## config.mk

```make
export PLATFORM = sky130hd
export DESIGN_NAME = watchdog_reset_timer
export DESIGN_NICKNAME = d
export VERILOG_FILES = /design/src/rtl/watchdog_pkg.sv /design/src/rtl/prescaler_if.sv /design/src/rtl/watchdog_prescaler.sv /design/src/rtl/watchdog_reset_timer.sv
export SDC_FILE = /design/constraint.sdc
export NUM_CORES = 1
export LEC_CHECK = 0
export BUFFER_PORTS_ARGS = -buffer_cell sky130_fd_sc_hd__buf_4
export CORE_ASPECT_RATIO = 1.1
export CORE_UTILIZATION = 56
export CTS_CLUSTER_SIZE = 10
export DETAILED_ROUTE_END_ITERATION = 16
export PLACE_DENSITY = 0.87
export SYNTH_ARGS = -nofsm -noshare
export SYNTH_HDL_FRONTEND = slang
export SYNTH_SLANG_ARGS = --single-unit
```

## constraint.sdc

```tcl
create_clock -name clock -period 5.5 [get_ports clock]
set_clock_uncertainty 0.05 [all_clocks]
set_input_delay 0.275 -clock clock [delete_from_list [all_inputs] [get_ports clock]]
set_output_delay 0.275 -clock clock [all_outputs]
set_load 0.005 [all_outputs]
```

## src/rtl/watchdog_pkg.sv

```systemverilog
// Purpose: Shared constants and types for the watchdog reset timer
// Assumes: 32-bit Avalon-MM register slave, byte-wide registers in lane 0
// Notes: Offsets are byte addresses of aligned words

package watchdog_pkg;

    // ****************************************
    // Register map
    // ****************************************
    localparam logic [3:0] OFFSET_CONTROL_STATUS = 4'h0;
    localparam logic [3:0] OFFSET_COUNTER = 4'h4;
    localparam logic [3:0] OFFSET_CLOCK_SELECT = 4'h8;

    // ****************************************
    // Control/status and clock select field positions
    // ****************************************
    localparam int BIT_COUNT_ENABLE_WRITE_GUARD = 7;
    localparam int BIT_COUNTER_WRITE_ENABLE = 6;
    localparam int BIT_CONTROL_ENABLE_WRITE_GUARD = 5;
    localparam int BIT_CONTROL_WRITE_ENABLE = 4;
    localparam int BIT_RUN_WRITE_GUARD = 3;
    localparam int BIT_WATCHDOG_RUN = 2;
    localparam int BIT_FLAG_WRITE_GUARD = 1;
    localparam int BIT_RESET_OCCURRED_FLAG = 0;
    localparam int BIT_WATCHDOG_CLOCK_SELECT = 0;

    // ****************************************
    // Reset values and counts
    // ****************************************
    localparam logic [7:0] COUNTER_RESET = 8'h00;
    localparam logic [7:0] COUNTER_MAX = 8'hff;
    localparam logic [7:0] GUARD_READ_MASK = 8'haa;
    localparam int SYSTEM_DIVIDE = 8192;
    localparam int SUBCLOCK_DIVIDE = 32;
    localparam int RESET_HOLD_CYCLES = 512;
    localparam logic [9:0] RESET_HOLD_COUNT = 10'(RESET_HOLD_CYCLES);

    // ****************************************
    // Operating modes
    // ****************************************
    typedef enum logic [2:0] {
        mode_active = 3'b000,
        mode_sleep = 3'b001,
        mode_watch = 3'b010,
        mode_subactive = 3'b011,
        mode_subsleep = 3'b100,
        mode_standby = 3'b101,
        mode_module_standby = 3'b110
    } power_mode_type;

endpackage

```

## src/rtl/prescaler_if.sv

```systemverilog
// Purpose: Carrier between the watchdog core and its prescaler
// Assumes: All signals synchronous to the system clock
// Notes: count_tick is a one-cycle pulse

`timescale 1ns/1ps

interface prescaler_if;
    logic enable;
    logic clock_select;
    logic subclock_tick;
    logic count_tick;

    modport source (
        input enable,
        input clock_select,
        input subclock_tick,
        output count_tick
    );

    modport sink (
        output enable,
        output clock_select,
        output subclock_tick,
        input count_tick
    );
endinterface

```

## src/rtl/watchdog_prescaler.sv

```systemverilog
// Purpose: Divides system clock or subclock ticks into a count enable
// Assumes: subclock_tick is a synchronous one-cycle pulse
// Notes: Both dividers hold while enable is low

`timescale 1ns/1ps

module watchdog_prescaler #(
    parameter int SYSTEM_DIVIDE = watchdog_pkg::SYSTEM_DIVIDE
) (
    input wire logic clock,
    input wire logic rst_n,
    prescaler_if.source link
);

    logic [15:0] system_count;
    logic [4:0] sub_count;
    logic tick;
    wire system_wrap = (system_count == 16'(SYSTEM_DIVIDE - 1));
    wire sub_wrap = link.subclock_tick
        && (sub_count == 5'(watchdog_pkg::SUBCLOCK_DIVIDE - 1));
    wire next_tick = link.enable && (link.clock_select ? sub_wrap : system_wrap);

    // Divider counters
    always_ff @(posedge clock or negedge rst_n)
    begin
        if (!rst_n)
        begin
            system_count <= 16'h0000;
            sub_count <= 5'h00;
            tick <= 1'b0;
        end
        else
        begin
            if (link.enable)
            begin
                system_count <= system_wrap ? 16'h0000 : system_count + 16'h0001;
                if (link.subclock_tick)
                begin
                    sub_count <= sub_count + 5'h01;
                end
            end
            tick <= next_tick;
        end
    end

    // Single-cycle enable
    assign link.count_tick = tick;

endmodule

```

## src/rtl/watchdog_reset_timer.sv

```systemverilog
// Purpose: Eight-bit watchdog that issues an internal reset on overflow
// Assumes: Avalon-MM slave with waitrequest, one wait state per access
// Notes: power_mode selects the low-power behaviour of the counter
//
// Chosen here: the Avalon-MM interface to the registers and the register addresses.

`timescale 1ns/1ps

module watchdog_reset_timer #(
    parameter int SYSTEM_DIVIDE = watchdog_pkg::SYSTEM_DIVIDE
) (
    input wire logic clock,
    input wire logic rst_n,
    input wire logic [3:0] address,
    input wire logic read,
    input wire logic write,
    input wire logic [31:0] writedata,
    input wire logic [3:0] byteenable,
    output logic [31:0] readdata,
    output logic waitrequest,
    input wire logic subclock_tick,
    input wire logic [2:0] power_mode,
    output logic system_reset_request
);

    // ****************************************
    // State
    // ****************************************
    logic [7:0] counter;
    logic counter_write_enable;
    logic control_write_enable;
    logic watchdog_run;
    logic reset_occurred_flag;
    logic watchdog_clock_select;
    logic [9:0] hold_count;

    prescaler_if link ();

    // ****************************************
    // Bus decode
    // ****************************************
    wire [7:0] wbyte = writedata[7:0];
    wire access_done = (read || write) && !waitrequest;
    wire write_done = access_done && write && byteenable[0];
    wire hit_control = (address == watchdog_pkg::OFFSET_CONTROL_STATUS);
    wire hit_counter = (address == watchdog_pkg::OFFSET_COUNTER);
    wire hit_select = (address == watchdog_pkg::OFFSET_CLOCK_SELECT);
    wire write_control = write_done && hit_control;
    wire write_counter = write_done && hit_counter;
    wire write_select = write_done && hit_select;

    // ****************************************
    // Guarded control writes
    // ****************************************
    wire load_counter_enable = write_control
        && !wbyte[watchdog_pkg::BIT_COUNT_ENABLE_WRITE_GUARD];
    wire load_control_enable = write_control
        && !wbyte[watchdog_pkg::BIT_CONTROL_ENABLE_WRITE_GUARD];
    wire load_run = write_control && control_write_enable
        && !wbyte[watchdog_pkg::BIT_RUN_WRITE_GUARD];
    wire clear_flag = write_control && control_write_enable
        && !wbyte[watchdog_pkg::BIT_FLAG_WRITE_GUARD]
        && !wbyte[watchdog_pkg::BIT_RESET_OCCURRED_FLAG];
    wire load_counter = write_counter && counter_write_enable;

    // ****************************************
    // Operating mode gating
    // ****************************************
    wire mode_runs = (power_mode == watchdog_pkg::mode_active)
        || (power_mode == watchdog_pkg::mode_sleep)
        || ((power_mode == watchdog_pkg::mode_subactive) && watchdog_clock_select);
    wire count_step = link.count_tick && watchdog_run && mode_runs;
    wire overflow = count_step && !load_counter && (counter == watchdog_pkg::COUNTER_MAX);

    // ****************************************
    // Next values
    // ****************************************
    wire [7:0] next_counter = load_counter ? wbyte
        : (count_step ? counter + 8'h01 : counter);
    wire next_counter_write_enable = load_counter_enable
        ? wbyte[watchdog_pkg::BIT_COUNTER_WRITE_ENABLE] : counter_write_enable;
    wire next_control_write_enable = load_control_enable
        ? wbyte[watchdog_pkg::BIT_CONTROL_WRITE_ENABLE] : control_write_enable;
    wire next_watchdog_run = load_run
        ? wbyte[watchdog_pkg::BIT_WATCHDOG_RUN] : watchdog_run;
    wire next_reset_occurred_flag = overflow || (reset_occurred_flag && !clear_flag);
    wire next_watchdog_clock_select = write_select
        ? wbyte[watchdog_pkg::BIT_WATCHDOG_CLOCK_SELECT] : watchdog_clock_select;
    wire [9:0] next_hold_count = overflow ? watchdog_pkg::RESET_HOLD_COUNT
        : ((hold_count != 10'h000) ? hold_count - 10'h001 : hold_count);

    wire [7:0] control_image = watchdog_pkg::GUARD_READ_MASK
        | {1'b0, counter_write_enable, 1'b0, control_write_enable,
           1'b0, watchdog_run, 1'b0, reset_occurred_flag};
    wire [7:0] read_byte = hit_control ? control_image
        : (hit_counter ? counter
        : (hit_select ? {7'h00, watchdog_clock_select} : 8'h00));
    wire [31:0] next_readdata = {24'h000000, read_byte};
    wire next_waitrequest = !((read || write) && waitrequest);

    // ****************************************
    // Prescaler
    // ****************************************
    assign link.enable = mode_runs;
    assign link.clock_select = watchdog_clock_select;
    assign link.subclock_tick = subclock_tick;

    watchdog_prescaler #(
        .SYSTEM_DIVIDE(SYSTEM_DIVIDE)
    ) prescaler (
        .clock(clock),
        .rst_n(rst_n),
        .link(link.source)
    );

    // ****************************************
    // Bus slave registers
    // ****************************************
    always_ff @(posedge clock or negedge rst_n)
    begin
        if (!rst_n)
        begin
            waitrequest <= 1'b1;
            readdata <= 32'h00000000;
        end
        else
        begin
            waitrequest <= next_waitrequest;
            if (read && waitrequest)
            begin
                readdata <= next_readdata;
            end
        end
    end

    // ****************************************
    // Watchdog registers
    // ****************************************
    always_ff @(posedge clock or negedge rst_n)
    begin
        if (!rst_n)
        begin
            counter <= watchdog_pkg::COUNTER_RESET;
            counter_write_enable <= 1'b0;
            control_write_enable <= 1'b0;
            watchdog_run <= 1'b0;
            reset_occurred_flag <= 1'b0;
            watchdog_clock_select <= 1'b0;
        end
        else
        begin
            counter <= next_counter;
            counter_write_enable <= next_counter_write_enable;
            control_write_enable <= next_control_write_enable;
            watchdog_run <= next_watchdog_run;
            reset_occurred_flag <= next_reset_occurred_flag;
            watchdog_clock_select <= next_watchdog_clock_select;
        end
    end

    // ****************************************
    // Internal reset pulse
    // ****************************************
    always_ff @(posedge clock or negedge rst_n)
    begin
        if (!rst_n)
        begin
            hold_count <= 10'h000;
            system_reset_request <= 1'b0;
        end
        else
        begin
            hold_count <= next_hold_count;
            system_reset_request <= (next_hold_count != 10'h000);
        end
    end

    // ****************************************
    // Assertion helpers
    // ****************************************
    logic [9:0] high_run;
    always_ff @(posedge clock or negedge rst_n)
    begin
        if (!rst_n)
        begin
            high_run <= 10'h000;
        end
        else
        begin
            high_run <= system_reset_request ? high_run + 10'h001 : 10'h000;
        end
    end

    logic [15:0] tick_gap;
    logic gap_valid;
    wire gap_break = !mode_runs || watchdog_clock_select || write_select;
    always_ff @(posedge clock or negedge rst_n)
    begin
        if (!rst_n)
        begin
            tick_gap <= 16'h0000;
            gap_valid <= 1'b0;
        end
        else
        begin
            tick_gap <= link.count_tick ? 16'h0000 : tick_gap + 16'h0001;
            gap_valid <= !gap_break && (link.count_tick || gap_valid);
        end
    end
endmodule

```

* Word-level counts from Yosys, hierarchy flattened *
Index checks and enable logic that the tools add are counted.

storage, ports and cells
  bits in registers = 55
  output and inout port bits = 34

cells by class
  add/sub/neg operators = 4
  equal/unequal tests = 7
  mux-type cells = 9
  reduce and logical (&&, ||, !) cells = 42

operators by type and width
  operator                                                                  count
  8-bit 2-to-1 mux                                                          4
  1-bit logical AND                                                         23
  10-bit 2-to-1 mux                                                         2
  10-bit nonzero test                                                       2
  16-bit by 1-bit adder with 16-bit output (second input constant)          1
  16-bit by 13-bit equality test with 1-bit output (second input constant)  1
  16-bit 2-to-1 mux                                                         1
  10-bit by 1-bit subtractor with 10-bit output (second input constant)     1
  1-bit zero test                                                           9
  8-bit by 1-bit adder with 8-bit output (second input constant)            1
  8-bit equality test (second input constant)                               1
  5-bit by 1-bit adder with 5-bit output (second input constant)            1
  5-bit equality test (second input constant)                               1
  4-bit by 3-bit equality test with 1-bit output (second input constant)    1
  4-bit equality test (second input constant)                               1
  4-bit zero test                                                           1
  1-bit logical OR                                                          4
  3-bit by 1-bit equality test with 1-bit output (second input constant)    1
  3-bit by 2-bit equality test with 1-bit output (second input constant)    1
  3-bit zero test                                                           1
  1-bit 2-to-1 mux                                                          2
  2-bit AND reduction                                                       1
  2-bit nonzero test                                                        1

* Longest topological paths before layout *
Gate-level depths: netlist (run 1).

  depth after elaboration = 11
  depth in mapped cells = 8
  depth with buffers taken out = 7

* By module *
A second synthesis (run 1) with hierarchy kept.

unflattened totals
  cell total of the unflattened synthesis = 307
  area, all modules = 3020.4 um^2

by module, submodules not included
  module                instances  cells an instance  area each (um^2)  sequential area each (um^2)
  watchdog_reset_timer  1          211                1938.1            827.0
  watchdog_prescaler    1          96                 1082.3            550.5

* Worst setup path after synthesis (run 1) *
No wires, ideal clock.

  path type = reg2reg
  start point = register hold_count[0]
  end point = register system_reset_request
  setup time = 0.135 ns
  data arrival time = 1.711 ns
  data required time = 5.315 ns
  slack = 3.604 ns
  stages on the path, launching flop included = 8
  buffers on the path = 1
  cells stage by stage = dfrtp_1 inv_1 ha_1 or3b_1 buf_2 or3_1 a21oi_1 nand4_1

on the way
  longest elaborated chain between the ends = 4
  elaborated cells between the ends (all ways) = 5
  those cells by class = add/sub (1); mux (2); reduce/logical (2)

ends and longest elaborated chain
  what                                                                                         line                         source
  start, declared                                                                              watchdog_reset_timer.sv:35   logic [9:0] hold_count;
  start signal, assigned                                                                       watchdog_reset_timer.sv:173  hold_count <= next_hold_count;
  10-bit by 1-bit subtractor with 10-bit output / 10-bit nonzero test (equally long branches)  watchdog_reset_timer.sv:90   : ((hold_count != 10'h000) ? hold_count - 10'h001 : hold_count);
  10-bit 2-to-1 mux (*)                                                                        watchdog_reset_timer.sv:90
  10-bit 2-to-1 mux (*)                                                                        watchdog_reset_timer.sv:89   wire [9:0] next_hold_count = overflow ? watchdog_pkg::RESET_HOLD_COUNT
  10-bit nonzero test (*)                                                                      watchdog_reset_timer.sv:174  system_reset_request <= (next_hold_count != 10'h000);
  end signal, assigned                                                                         watchdog_reset_timer.sv:174
  end, declared                                                                                watchdog_reset_timer.sv:23   output logic system_reset_request

Mark *: on every way between the ends. The rest lies on a longest branch, timed or not.
A chain may end at the register's enable or synchronous reset.

* Final worst setup path (run 1) *
Same ends and word-level chain as after synthesis.

==> impl_metrics.toml, run 1 <==
[routing]
vias = 2197
totalWireLength_mm = 5.37
final_antenna_net_count = 0
wl_per_cell_um = 13.6
drt-initial-drc-count = 159
drc = 6
first_pass_iters = 11
viasPerCell = 5.58

[placed_design]
numPortBuffers = 30
dpl.hpwl_mm = 3.75
gp_congestion = 0.830

[sta]
max_slew_margin = 0.426
setup_viol = 0
drv_slew = 0
min_period_ns = 2.14
grt_setup_unrepaired = "no"
finalSetupTns_ns = 0
hold_viol = 0
worst_slew_pin_slew_ns = 0.854
hold_slack_ns = 0.0617
fin_crit_sh = 0.389
max_freq_mhz = 467

[finish]
final_cell_mix = "dfrtp_1, nor2_1, buf_4, nand2_1, conb_1"
drive_gt1_frac = 0.161
syn_to_final_growth_pct = 10.1
final_common_cell = "dfrtp_1"
fin_nets = 388
fillers = 402
diodes = 0

[clock_network]
cts.sink_count = 55
cts.repair.resized = 0
clk_pin_slew_worst_paths_ns = 0.10
post_cts_buffers = 0
hold_buffers = 1
cts_htree_levels = 2
clock_path_buffers = 2
insertion_delay_ns = 0.32
cts-root-buf = "clkbuf_8"
cts_made_buffers = 5
cts_tree = "built"

[synth]
netlist_area_um2 = 2950
synth_edf_count = 0
ys_types = 47
ys_warn_count = 0
syn_area_per_cell_um2 = 9.71
async_reset_ff_frac = 1.00
synth_flop_cell = "dfrtp_1"
netlist_instances = 304
synth-seq-area-share = 0.467
synth-seq-cells = 55

[critical_path]
path_cells = "inv_1, ha_1, or3b_1, or3_1, a21oi_1, nand4_1"
start_kind = "flop"
crit_required_ns = 5.65
slowest_delay_ns = 0.50
crit_type = "reg2reg"
cp_slowest_cell = "or3b_1"
arrival_ns = 2.29
path_max_fanout = 8
cp-end-kind = "flop"

[die]
die_h_um = 78.1
rows = 27
fp.coreArea_um2 = 5030
die_x_um = 71.2
die_area_um2 = 5560
io_pins = 82
start_util = 0.586

[job]
drv_cap = 0

[grt]
grt_pass1_vias = 2112
antenna_found_initial = 0
track_usage = 0.217
grt_start_max_net_pins = 56
grt_overflow = 0
grt_first_pass_wirelength_mm = 9.46

[min_path]
hold_path_class = "in2reg"

[power]
peakVddDrop_mv = 0.302
power_density_nw_per_um2 = 271
leakage_nw = 1.52

[outcome]
outcome = "finished, violations left"
violations = "DRC"
-- per-stage QoR --
stage / utilization / instance area (µm²) / setup WS [ns] / instances / power, mW
final: 0.646 / 3250 / 3.36 / 394 / 0.880
after global placement: 0.620 / 3120 / 3.45 / 385 / 0.600
after detailed placement: 0.620 / 3120 / 3.39 / 385 / 0.609
after global routing: 0.646 / 3250 / 3.21 / 394 / 0.925
after CTS: 0.646 / 3250 / 3.37 / 394 / 0.884
after floorplan: - / 3040 / 3.60 / 327 / 0.568
-- metal layers --
layer / track usage / up-vias / share of wire
met4: 0.0760 / 0 / 0.024
met5: 0 / - / 0
met2: 0.357 / 72 / 0.47
met1: 0.288 / 1042 / 0.45
li1: - / 1070 / -
met3: 0.0385 / 13 / 0.048
-- synth_stat cells (2+ instances only) --
cell	number	share of area
a21oi_1	21	0.036
a221oi_1	3	0.0089
inv_1	4	0.0051
ha_1	5	0.021
nor2_1	43	0.055
clkbuf_1	2	0.0025
dfrtp_1	54	0.46
nor3_1	7	0.012
nand2b_1	5	0.011
nor4_1	2	0.0042
o21ai_0	11	0.019
nor3_2	2	0.0068
xnor2_1	13	0.039
xor2_1	11	0.033
nor2b_1	3	0.0064
nand4_1	6	0.013
buf_2	2	0.0034
or3_1	3	0.0064
and3_1	9	0.019
mux2i_1	4	0.014
buf_4	24	0.061
nand2_1	24	0.031
nand3_1	15	0.025
nor4_2	2	0.0085
o31a_1	2	0.0059
mux2_2	6	0.023
-- layout make-up --
cell class | instances | area (µm²) | share of cell area
sequential | 55 | 1380 | 0.424
timing repair buffer | 31 | 235 | 0.0724
clock buffer | 6 | 82.6 | 0.0254
multi-input combinational | 238 | 1430 | 0.441
inverter | 4 | 15.0 | 0.00462
clock inverter | 2 | 35.0 | 0.0108
tap | 58 | 72.6 | 0.0223
-- critical path: cells and delay by family (launching register included) --
family          cells  cell delay [ns]
compound gates      1             0.22
fa+ha+maj           1             0.19
buf+inv             1             0.12
flops               1             0.45
simple gates        3             0.99
-- registers in the layout, indices dropped and copies added (netlist names) --
register / cells
counter: 8
control_write_enable: 1
hold_count: 10
reset_occurred_flag: 1
link.clock_select: 1
prescaler.link.count_tick: 1
readdata: 8
prescaler.sub_count: 5
waitrequest: 1
counter_write_enable: 1
prescaler.system_count: 16
watchdog_run: 1
system_reset_request: 1
-- power breakdown --
group | switching (mW) | internal [mW]
clock | 0.132 | 0.147
combinational | 0.0547 | 0.0586
sequential | 0.0382 | 0.449
-- cells by family (layout without fill, tap and decap cells) --
family | after synthesis | count (layout) | share of synthesized area
AOI/OAI and AO/OA | 43 | 43 | 0.0852
xor gates and xnor gates | 24 | 24 | 0.0712
adders and majority gates | 5 | 5 | 0.0212
buffers and inverters | 34 | 43 | 0.0772
DFF | 55 | 55 | 0.467
muxes | 10 | 10 | 0.0365
other | 1 | 24 | 0.00127
and+or+nand+nor | 132 | 132 | 0.240
-- final timing paths --
path                                             start                         end  slack, ns  cells past startpoint
worst max-delay path                     hold_count[0]        system_reset_request       3.36                      6
worst min-delay path                              read                 waitrequest       0.06                      2
worst max register to register           hold_count[0]        system_reset_request       3.36                      6
worst min register to register  prescaler.sub_count[3]      prescaler.sub_count[3]       0.42                      1
max in group asynchronous                        rst_n  prescaler.system_count[10]       4.47                      2
min in group asynchronous                        rst_n      prescaler.sub_count[0]       0.48                      2
Power figures use the tool's default switching activity.
==> run 2, diff against run 1 <==
--- a/config.mk
+++ b/config.mk
@@ -5,12 +5,13 @@
 export SDC_FILE = /design/constraint.sdc
 export NUM_CORES = 1
 export LEC_CHECK = 0
+export ABC_AREA = 1
 export BUFFER_PORTS_ARGS = -buffer_cell sky130_fd_sc_hd__buf_4
 export CORE_ASPECT_RATIO = 1.1
-export CORE_UTILIZATION = 56
+export CORE_UTILIZATION = 54
 export CTS_CLUSTER_SIZE = 10
 export DETAILED_ROUTE_END_ITERATION = 16
-export PLACE_DENSITY = 0.87
+export PLACE_DENSITY = 0.83
 export SYNTH_ARGS = -nofsm -noshare
 export SYNTH_HDL_FRONTEND = slang
 export SYNTH_SLANG_ARGS = --single-unit
==> constraint.sdc (replaced) <==
create_clock -name clock -period 2.1 [get_ports clock]
set_clock_uncertainty 0.05 [all_clocks]
set_input_delay 0.105 -clock clock [delete_from_list [all_inputs] [get_ports clock]]
set_output_delay 0.105 -clock clock [all_outputs]
set_load 0.005 [all_outputs]
==> impl_metrics.toml, run 2 <==
[finish]
diodes = 0
largest_register_ffs = 16
syn_to_final_growth_pct = 10.7
final_common_cell = "nand2_1"
final_util = 0.625
fin_nets = 511
reg_top3 = "prescaler.system_count (16), hold_count (10)"
fillers = 510
regMostFlops = "prescaler.system_count"
drive_gt1_frac = 0.144
final_cell_mix = "nand2_1, inv_1, dfrtp_1, nor2_1, buf_4"
final_area_um2 = 3630
layoutNonFillerInstCount = 536

[placed_design]
gp_congestion = 0.920
post-place-cells = 525
dpl.hpwl_mm = 4.74
numPortBuffers = 30
pre_cts_slack_ns = 0.136
dpl_cell_area_um2 = 3480

[synth]
synth_edf_count = 0
synth-seq-cells = 55
ys_types = 34
yosysTopAreaCellShare = 0.412
netlist_instances = 421
syn_area_per_cell_um2 = 7.78
yosysTopAreaCell = "dfrtp_1"
synth-seq-area-share = 0.420
synth_most_common_cell = "nand2_1"
synth_flop_cell = "dfrtp_1"
async_reset_ff_frac = 1.00
yosys-top-cells-count = "nand2_1, inv_1, dfrtp_1, nor2_1, nand3_1"
ys_warn_count = 0
synth_area_leaders = "dfrtp_1, nand2_1, inv_1, nor2_1, buf_4"
netlist_area_um2 = 3280

[clock_network]
clk_pin_slew_worst_paths_ns = 0.09
post_cts_buffers = 0
clock_path_buffers = 2
cts_tree = "built"
cts.sink_count = 55
insertion_delay_ns = 0.31
cts_htree_levels = 2
cts-root-buf = "clkbuf_8"
cts_made_buffers = 5

[power]
power_frac_seq = 0.492
p_total_mw = 3.06
peakVddDrop_mv = 0.455
power_density_nw_per_um2 = 843
switching_share = 0.344
p_int_mw = 2.00
leakage_nw = 1.89
clkPwrFrac = 0.225
p_switching_mw = 1.05
combPwrFrac = 0.283

[routing]
viasPerCell = 5.04
vias = 2701
drt-initial-drc-count = 138
totalWireLength_mm = 6.35
wl_per_cell_um = 11.8
first_pass_iters = 4
drc = 0
final_antenna_net_count = 0

[die]
die_h_um = 83.7
rows = 29
die_x_um = 76.3
die_area_um2 = 6380
start_util = 0.564
fp.coreArea_um2 = 5810
io_pins = 82

[grt]
grt_first_pass_wirelength_mm = 11.4
grt_pass1_vias = 2642
grt_overflow = 0
track_usage = 0.221
antenna_found_initial = 0
grt_start_max_net_pins = 56

[min_path]
hold_path_class = "in2reg"

[sta]
hold_viol = 0
drv_slew = 0
max_freq_mhz = 529
finalSetupTns_ns = 0
worst_slew_pin_slew_ns = 0.695
setup_ws_ns = 0.211
max_slew_margin = 0.537
setup_viol = 0
min_period_ns = 1.89
grt_setup_unrepaired = "no"
fin_crit_sh = 0.899
hold_slack_ns = 0.0105

[job]
drv_cap = 0

[critical_path]
arrival_ns = 2.04
start_kind = "flop"
path_max_fanout = 11
cp-end-kind = "flop"
crit_required_ns = 2.25
crit_type = "reg2reg"

[outcome]
outcome = "finished clean"
-- run 2: logic make-up after synthesis --
kind of cell / share of synthesized area
compound gates: 0.0748
xor+xnor: 0.0428
fa+ha+maj: 0.0191
buf+inv: 0.136
flops: 0.420
mux: 0.00687
other cells: 0.00114
simple gates: 0.299
-- run 2: area by class of cell --
type                            count  area [µm²]  area share
Sequential cell                    55        1380       0.380
Inverter                           63         236      0.0652
Clock buffer                        7        76.3      0.0210
Timing Repair Buffer               34         263      0.0725
Multi-Input combinational cell    299        1550       0.426
Clock inverter                      1        30.0     0.00828
Tap cell                           77        96.3      0.0266
-- run 2: critical path, stage by stage, from the launching register on --
cell	delay, ns
dfrtp_1	0.39
inv_1	0.16
ha_1	0.23
nand2_1	0.09
nor2_2	0.15
nand3_2	0.22
nand2_1	0.13
nand2_1	0.06
nand2_1	0.07
nand2_1	0.06
nor2_1	0.10
nand3_1	0.07
-- run 2: layer usage --
layer,vias to the layer above,wire (µm),GRT usage
li1,1360,-,-
met1,1268,2790,0.277
met2,62,3270,0.389
met3,11,173,0.0273
met4,0,116,0.0804
met5,-,0,0
-- run 2: power groups by stage --
stage | combinational, mW | clock [mW] | sequential [mW]
after floorplan | 0.663 | 0 | 1.47
after global placement | 0.820 | 0 | 1.51
after detailed placement | 0.855 | 0 | 1.52
after CTS | 0.865 | 0.700 | 1.50
after global routing | 1.02 | 0.741 | 1.54
final | 0.865 | 0.686 | 1.50
-- run 2: final timing paths --
kind / start / end / slack (ns) / cells past startpoint
worst max register to register: hold_count[0] / system_reset_request / 0.21 / 11
min in group asynchronous: rst_n / control_write_enable / 0.34 / 2
worst max-delay path: hold_count[0] / system_reset_request / 0.21 / 11
worst min-delay path: writedata[3] / counter[3] / 0.01 / 3
max in group asynchronous: rst_n / hold_count[9] / 1.19 / 2
worst min register to register: prescaler.sub_count[3] / prescaler.sub_count[3] / 0.45 / 1
-- run 2: repair_timing --
item                       in CTS  in global routing
hold endpoints to repair       55                  0
setup endpoints to repair       0                  1
hold buffers                    3                  0
resized for setup               0                  1
